## src/rtl/mode_supervision_map.svh

```systemverilog
`ifndef MODE_SUPERVISION_MAP_SVH
`define MODE_SUPERVISION_MAP_SVH

// Clock rate of the core clock
`define CORE_CLK_HZ 10000000

// Register indices on the plain register port
`define ADDR_SYS_CONTROL 3'h0
`define ADDR_WAKE_MASK 3'h1
`define ADDR_ANALOG_MUX_CONTROL 3'h2
`define ADDR_WATCHDOG_SERVICE 3'h3
`define ADDR_RESET_STATUS 3'h4
`define ADDR_MODE_STATUS 3'h5

// System control fields
`define SYS_POWER_STAGE_ON_BIT 0
`define SYS_STOP_BIT 1
`define SYS_SLEEP_BIT 2
`define SYS_WATCHDOG_ENABLE_BIT 3
`define SYS_CONTROL_RESET 4'h0

// Wake mask fields
`define MASK_BUS_WAKE_ENABLE_BIT 0
`define MASK_WAKE_INPUT_ENABLE_BIT 1
`define WAKE_MASK_RESET 2'h0

// Analog mux control fields
`define AMUX_SOURCE_LSB 0
`define AMUX_CURRENT_LSB 4
`define AMUX_CURRENT_ON_BIT 6
`define AMUX_SOURCE_COUNT 4'hB
`define ANALOG_MUX_CONTROL_RESET 7'h00

// Reset status flags
`define RST_POWER_ON_BIT 0
`define RST_EXTERNAL_BIT 1
`define RST_WATCHDOG_BIT 2
`define RST_WAKE_INPUT_BIT 3
`define RST_BUS_WAKE_BIT 4
`define RST_TIMEOUT_BIT 5
`define RESET_STATUS_RESET 6'h01

// Watchdog restart key
`define WATCHDOG_RESTART_KEY 8'hA5

// Timing: figures in their own units
`define NORMAL_REQUEST_TIMEOUT_MS 80
`define WATCHDOG_TIMEOUT_MS 50
`define RESET_HOLD_US 10

`endif

```

## src/rtl/mode_supervision_pkg.sv

```systemverilog
package mode_supervision_pkg;

   // Operating mode, one-hot
   typedef enum logic [4:0] {
      mode_reset = 5'h01,
      mode_start_wait = 5'h02,
      mode_normal = 5'h04,
      mode_stop = 5'h08,
      mode_sleep = 5'h10
   } mode_t;

endpackage : mode_supervision_pkg

```

## src/rtl/mode_supervision_control.sv

```systemverilog
`timescale 1ns/100ps
`default_nettype none
`include "mode_supervision_map.svh"

module mode_supervision_control #(
   parameter int unsigned CNT_W = 20,
   parameter int unsigned NORMAL_REQUEST_CYCLES =
      `NORMAL_REQUEST_TIMEOUT_MS * (`CORE_CLK_HZ / 1000),
   parameter int unsigned WATCHDOG_CYCLES =
      `WATCHDOG_TIMEOUT_MS * (`CORE_CLK_HZ / 1000)
) (
   input wire logic core_clk_i,
   input wire logic reset_i,
   input wire logic [2:0] reg_addr_i,
   input wire logic [7:0] reg_wdata_i,
   input wire logic reg_wr_i,
   input wire logic reg_rd_i,
   output logic [7:0] reg_rdata_o,
   input wire logic test_select_pin_i,
   input wire logic bus_wake_i,
   input wire logic wake_input_i,
   input wire logic sys_reset_n_i,
   output logic sys_reset_o,
   output logic sys_reset_oe_n_o,
   output logic regulator_on_o,
   output logic regulator_limit_o,
   output logic bus_rx_enable_o,
   output logic power_stage_enable_o,
   output logic stop_wake_o,
   output logic [3:0] mux_select_o,
   output logic [1:0] current_select_o,
   output logic current_source_on_o,
   output mode_supervision_pkg::mode_t mode_o
);
   import mode_supervision_pkg::*;

   localparam int unsigned HOLD_CYCLES =
      `RESET_HOLD_US * (`CORE_CLK_HZ / 1000000);
   localparam logic [CNT_W-1:0] HOLD_LAST = CNT_W'(HOLD_CYCLES - 1);
   localparam logic [CNT_W-1:0] REQ_LAST = CNT_W'(NORMAL_REQUEST_CYCLES - 1);
   localparam logic [CNT_W-1:0] WD_LAST = CNT_W'(WATCHDOG_CYCLES - 1);

   mode_t state, next_state;
   logic [CNT_W-1:0] cnt, next_cnt;
   logic [3:0] sys_control, next_sys_control;
   logic [1:0] wake_mask, next_wake_mask;
   logic [6:0] amux, next_amux;
   logic [5:0] reset_status, next_reset_status;
   logic wake_prev, next_wake_prev;
   logic primed, next_primed;
   logic stop_wake, next_stop_wake;
   logic [7:0] next_rdata;

   logic wake_edge, ext_reset, wd_on, wd_wrong, wd_expired, wd_fire;
   logic sleep_wake, any_reset, wr_sys, wr_mask, wr_amux, wr_wd, wr_rst;
   logic [5:0] status_set;

   // Event decode; reset line is only watched while not pulling it low
   always_comb begin
      wr_sys = reg_wr_i && (reg_addr_i == `ADDR_SYS_CONTROL);
      wr_mask = reg_wr_i && (reg_addr_i == `ADDR_WAKE_MASK);
      wr_amux = reg_wr_i && (reg_addr_i == `ADDR_ANALOG_MUX_CONTROL);
      wr_wd = reg_wr_i && (reg_addr_i == `ADDR_WATCHDOG_SERVICE);
      wr_rst = reg_wr_i && (reg_addr_i == `ADDR_RESET_STATUS);
      wake_edge = primed && (wake_input_i != wake_prev);
      ext_reset = !sys_reset_n_i && (state != mode_reset) &&
                  (state != mode_sleep);
      wd_on = (state == mode_normal) && sys_control[`SYS_WATCHDOG_ENABLE_BIT];
      wd_wrong = wd_on && wr_wd &&
                 (reg_wdata_i != `WATCHDOG_RESTART_KEY);
      wd_expired = wd_on && (cnt == WD_LAST) && !wr_wd;
      wd_fire = wd_wrong || wd_expired;
      sleep_wake = (state == mode_sleep) && (bus_wake_i || wake_edge);
      any_reset = ext_reset || wd_fire || sleep_wake;
   end

   // Mode, counter and register next values
   always_comb begin
      next_state = state;
      next_cnt = cnt;
      next_sys_control = sys_control;
      next_wake_mask = wake_mask;
      next_amux = amux;
      next_stop_wake = 1'b0;
      next_wake_prev = wake_input_i;
      next_primed = 1'b1;
      status_set = 6'h00;
      if (wr_sys) begin
         next_sys_control = reg_wdata_i[3:0];
      end
      if (wr_mask) begin
         next_wake_mask = reg_wdata_i[1:0];
      end
      if (wr_amux) begin
         // Out-of-range sources are dropped so the mux never floats
         if (reg_wdata_i[3:0] < `AMUX_SOURCE_COUNT) begin
            next_amux[3:0] = reg_wdata_i[3:0];
         end
         next_amux[6:4] = reg_wdata_i[6:4];
      end
      unique case (state)
         mode_reset: begin
            next_cnt = cnt + CNT_W'(1);
            if (cnt == HOLD_LAST) begin
               next_state = mode_start_wait;
               next_cnt = '0;
            end
         end
         mode_start_wait: begin
            if (sys_control[`SYS_POWER_STAGE_ON_BIT]) begin
               next_state = mode_normal;
               next_cnt = '0;
            end else if (!test_select_pin_i) begin
               if (cnt == REQ_LAST) begin
                  next_state = mode_sleep;
                  status_set[`RST_TIMEOUT_BIT] = 1'b1;
                  next_cnt = '0;
               end else begin
                  next_cnt = cnt + CNT_W'(1);
               end
            end
         end
         mode_normal: begin
            // Correct key restarts the watchdog window
            if (wr_wd || !sys_control[`SYS_WATCHDOG_ENABLE_BIT]) begin
               next_cnt = '0;
            end else begin
               next_cnt = cnt + CNT_W'(1);
            end
            if (sys_control[`SYS_SLEEP_BIT]) begin
               next_state = mode_sleep;
            end else if (sys_control[`SYS_STOP_BIT]) begin
               next_state = mode_stop;
            end
         end
         mode_stop: begin
            if ((bus_wake_i && wake_mask[`MASK_BUS_WAKE_ENABLE_BIT]) ||
                (wake_edge && wake_mask[`MASK_WAKE_INPUT_ENABLE_BIT])) begin
               next_state = mode_normal;
               next_sys_control[`SYS_STOP_BIT] = 1'b0;
               next_stop_wake = 1'b1;
               next_cnt = '0;
            end
         end
         mode_sleep: begin
            next_cnt = '0;
         end
      endcase
      // Any reset source clears all but the reset status
      if (any_reset) begin
         next_state = mode_reset;
         next_cnt = '0;
         next_sys_control = `SYS_CONTROL_RESET;
         next_wake_mask = `WAKE_MASK_RESET;
         next_amux = `ANALOG_MUX_CONTROL_RESET;
         next_stop_wake = 1'b0;
      end
      status_set[`RST_EXTERNAL_BIT] = ext_reset;
      status_set[`RST_WATCHDOG_BIT] = wd_fire;
      status_set[`RST_WAKE_INPUT_BIT] = sleep_wake && wake_edge;
      status_set[`RST_BUS_WAKE_BIT] = sleep_wake && bus_wake_i;
      // Set wins over a write-one clear in the same cycle
      next_reset_status = reset_status;
      if (wr_rst) begin
         next_reset_status = reset_status & ~reg_wdata_i[5:0];
      end
      next_reset_status = next_reset_status | status_set;
   end

   // State and register flops
   always_ff @(posedge core_clk_i) begin
      if (reset_i) begin
         state <= mode_reset;
         cnt <= '0;
         sys_control <= `SYS_CONTROL_RESET;
         wake_mask <= `WAKE_MASK_RESET;
         amux <= `ANALOG_MUX_CONTROL_RESET;
         reset_status <= `RESET_STATUS_RESET;
         wake_prev <= 1'b0;
         primed <= 1'b0;
         stop_wake <= 1'b0;
      end else begin
         state <= next_state;
         cnt <= next_cnt;
         sys_control <= next_sys_control;
         wake_mask <= next_wake_mask;
         amux <= next_amux;
         reset_status <= next_reset_status;
         wake_prev <= next_wake_prev;
         primed <= next_primed;
         stop_wake <= next_stop_wake;
      end
   end

   // Read data, valid only in the cycle after the read strobe
   always_comb begin
      next_rdata = 8'h00;
      if (reg_rd_i) begin
         case (reg_addr_i)
            `ADDR_SYS_CONTROL: next_rdata = {4'h0, sys_control};
            `ADDR_WAKE_MASK: next_rdata = {6'h00, wake_mask};
            `ADDR_ANALOG_MUX_CONTROL: next_rdata = {1'b0, amux};
            `ADDR_RESET_STATUS: next_rdata = {2'h0, reset_status};
            `ADDR_MODE_STATUS: next_rdata = {3'h0, state};
            default: next_rdata = 8'h00;
         endcase
      end
   end

   always_ff @(posedge core_clk_i) begin
      if (reset_i) begin
         reg_rdata_o <= 8'h00;
      end else begin
         reg_rdata_o <= next_rdata;
      end
   end

   // Pin and mode outputs, decoded from flops and the test select pin
   always_comb begin
      mode_o = state;
      sys_reset_o = 1'b0;
      sys_reset_oe_n_o = (state != mode_reset) && (state != mode_sleep);
      regulator_on_o = (state != mode_sleep);
      regulator_limit_o = (state == mode_stop);
      bus_rx_enable_o = (state == mode_normal) && !test_select_pin_i;
      power_stage_enable_o = (state == mode_normal) &&
                             sys_control[`SYS_POWER_STAGE_ON_BIT];
      stop_wake_o = stop_wake;
      mux_select_o = amux[3:0];
      current_select_o = amux[5:4];
      current_source_on_o = amux[`AMUX_CURRENT_ON_BIT];
   end
endmodule : mode_supervision_control

`default_nettype wire

```

## config.mk

```make
export PLATFORM = sky130hd
export DESIGN_NAME = mode_supervision_control
export DESIGN_NICKNAME = d
export VERILOG_FILES = /design/src/rtl/mode_supervision_pkg.sv /design/src/rtl/mode_supervision_control.sv
export VERILOG_INCLUDE_DIRS = /design/src /design/src/rtl
export SDC_FILE = /design/constraint.sdc
export NUM_CORES = 1
export LEC_CHECK = 0
export BUFFER_PORTS_ARGS = -buffer_cell sky130_fd_sc_hd__buf_2
export CELL_PAD_IN_SITES_DETAIL_PLACEMENT = 0
export CELL_PAD_IN_SITES_GLOBAL_PLACEMENT = 1
export CORE_AREA = 2 2 84 86
export CTS_CLUSTER_DIAMETER = 150
export CTS_CLUSTER_SIZE = 28
export DETAILED_ROUTE_END_ITERATION = 6
export DIE_AREA = 0 0 86 88
export PLACE_DENSITY_LB_ADDON = 0.1
export SLEW_MARGIN = 20
export SYNTH_ARGS = -nofsm -noshare
export SYNTH_HDL_FRONTEND = slang
export SYNTH_SLANG_ARGS = --single-unit
```

## constraint.sdc

```tcl
create_clock -name core_clk_i -period 3.7 [get_ports core_clk_i]
set_input_delay 0.185 -clock core_clk_i [delete_from_list [all_inputs] [get_ports core_clk_i]]
set_output_delay 0.185 -clock core_clk_i [all_outputs]
set_load 0.005 [all_outputs]
```

==> reports/qor.txt <==
crit path time final -> 2.52 ns
CTS buffer count -> 5
main area contributors after synthesis -> dfxtp_1 (37%), nand2_1 (6.1%), mux2i_1 (4.5%), nor2_1 (4.4%), a31oi_1 (3.9%)
Slew HR -> 35.9%
register area share after synthesis -> 37.2%
row count -> 30
post-synth top area cell -> dfxtp_1
final setup vio count -> 0
layout cells sized above 1 -> 17.8%
R2R setup slack -> 1.18 ns
Critical Path End Type -> register
slowest stage delay, CP -> 0.63 ns
Gate Count Post-Synth -> 358
Post-DRT Antenna Nets -> 0
hold endpoint -> wake_prev
CTS root buf -> clkbuf_8
routed length per instance -> 16.4 microns
fin. max-slew vios -> 0
DRT Wirelength -> 7760 microns
DR DRC count -> 0
RR Startpoint -> mode_o[3]
gpl congestion -> 0.830
Tcrit/Tclk final -> 68.0%
worst r2r dst -> cnt[11]
Synth top area share -> 37.2%
H-tree depth -> 2
Max Cap Viol -> 0
Pwr Total -> 1.31 mW
RSZ-0062 raised after global routing -> no
maximum vdd ir drop -> 0.000178 V
Hold Crit Class -> primary input to register
core box area -> 0.00664 sq mm
initial drt markers -> 150
Max Clock Skew -> 0.00894 ns
count of flip-flops with a built-in enable after synthesis -> 0
dpl hpwl -> 5680 microns
Sink Count -> 54
Slowest cell on crit path -> dfxtp_1
Async SR Flop Fraction -> 0%
setup_tns -> 0 ns
Final nets -> 412
Vias -> 2772
leakage power -> 1.18 nW
Critical Path AT -> 2.76 ns
crit path kind -> register to register
io pins -> 46
Worst-path clk slew -> 0.10 ns
Hold Buf Count CTS -> 0
Worst-Skew Late Latency -> 0.31 ns
Main synth FF type -> dfxtp_1
Gates resized, CTS repair -> 0
initial antenna violation count -> 0
Worst Max-Slew Pin Slew -> 0.948 ns
PortBufs -> 43
CTS tree -> done
Fin. Hold Viols -> 0
initial core utilization -> 43.8%
CP startpoint kind -> register
first-pass GRT wire length -> 12800 microns
Seq cells post-synth -> 54
Crit path required time -> 3.94 ns
status -> complete, no violations
PwrDens -> 405 mW/mm^2
CP cell instances -> or3b_2 -> o211ai_1 -> a211o_1 -> a21bo_2 -> or4_1 -> a31oi_1
Die H -> 88 microns
largest net degree at the start of global routing -> 36
r2r worst-path depth -> 6
die area -> 0.00757 sq mm
vias in the first global route -> 2637
Critical Path Fanout Max -> 14
Total GRT Usage -> 21.4%
Via density -> 5.86
area grow syn2layout -> 11.4%
setup repair bufs after CTS -> 0
Syn Area/Cell -> 8.13 sq um
synthesized area -> 0.00291 sq mm
post-synthesis cell type count -> 59
fmax -> 0.397 GHz
hold depth -> 2
synthesis warning total -> 0
1st-pass router iterations -> 4
clock tree buffer depth -> 2
Die W -> 86 microns
# diodes -> 0
min-delay src -> wake_input_i
gr ovfl total -> 0
==> per-stage QoR <==
stage / instance area, sq um / instances / hold slack (ns) / worst slack [ns] / utilization, %
5_1_grt: 3240 / 473 / 0.126 / 0.964 / 48.8
2_1_floorplan: 2910 / 359 / 0.313 / 1.49 / -
6_report: 3240 / 473 / 0.121 / 1.18 / 48.8
3_3_place_gp: 3150 / 465 / 0.436 / 1.26 / 47.5
3_5_place_dp: 3150 / 465 / 0.442 / 1.22 / 47.5
4_1_cts: 3240 / 473 / 0.117 / 1.19 / 48.8
==> worst max-delay path, delay by kind of cell, from the launching register on <==
kind,cells,cell delay [ns]
simple gates,2,1.02
compound gates,4,0.80
flops,1,0.63
==> kinds of logic (layout without fill, tap and decap cells) <==
group,Yosys count,in the layout,synth area share (%)
AO/OA/AOI/OAI,70,70,15.7
AND/OR/NAND/NOR,184,184,34.2
buffers and inverters,28,62,4.64
other,1,2,0.129
XOR/XNOR,4,4,1.20
multiplexers,16,16,6.54
adder cells (fa/ha/maj),1,1,0.430
flip-flops,54,54,37.2
==> report_power, final <==
part / internal (mW) / switching [mW]
clock network: 0.134 / 0.201
logic: 0.126 / 0.193
registers: 0.610 / 0.0474
==> synth_stat cells, types with 10 or more instances <==
cell type	count
nor3_1	11
nand2_1	47
a31oi_1	18
nand4_1	10
mux2i_1	13
a21oi_1	22
clkbuf_1	11
nor2_1	34
dfxtp_1	54
or4_1	13
nand3_1	20
==> state kept, by name (all words and copies together), names as in the netlist <==
| register | flops |
|---|---|
| stop_wake_o | 1 |
| wake_mask | 2 |
| sys_control | 4 |
| mode_o | 5 |
| reg_rdata_o | 7 |
| amux | 7 |
| wake_prev | 1 |
| primed | 1 |
| reset_status | 6 |
| cnt | 20 |
==> layout by cell type, fill, tap and decap left out, types with 3 or more instances in the layout <==
cell,instances
a21oi_1,22
a22oi_1,3
a31oi_1,18
a32oi_1,3
and2_1,5
and3_1,3
and4b_1,3
buf_2,43
buf_4,5
clkbuf_8,5
dfxtp_1,54
inv_1,6
mux2i_1,13
nand2_1,47
nand3_1,20
nand3b_1,3
nand4_1,10
nor2_1,34
nor2b_1,4
nor3_1,11
nor4_1,4
nor4b_1,4
o21ai_0,6
or2_2,4
or3_1,5
or4_1,13
xor2_1,3
==> area by class of cell <==
cell class	instances	area, sq um
flip-flops and latches	54	1080
multi-input cells	277	1700
clock buffers	6	72.6
clock inverters	2	13.8
inverters	6	22.5
repair buffers	48	253
fillers	675	3400
well taps	80	100
==> per-layer routing <==
layer	share of wire, %	track usage [%]	vias up
li1	-	-	1384
met1	44	26.5	1313
met2	50	36.9	57
met3	3.4	2.83	18
met4	2.5	10.1	0
met5	0	0	-
==> worst max path at each step <==
stage,start,endpoint,slack [ns],cells past startpoint
global placement,mode_o[3],cnt[10],1.26,6
CTS,mode_o[3],cnt[11],1.19,6
finish,mode_o[3],cnt[11],1.18,6
floorplan,mode_o[1],cnt[15],1.49,8
global route,mode_o[2],mode_o[2],0.96,6
detailed placement,mode_o[3],cnt[15],1.22,6
Note: power is estimated with default switching activity, not from simulation.
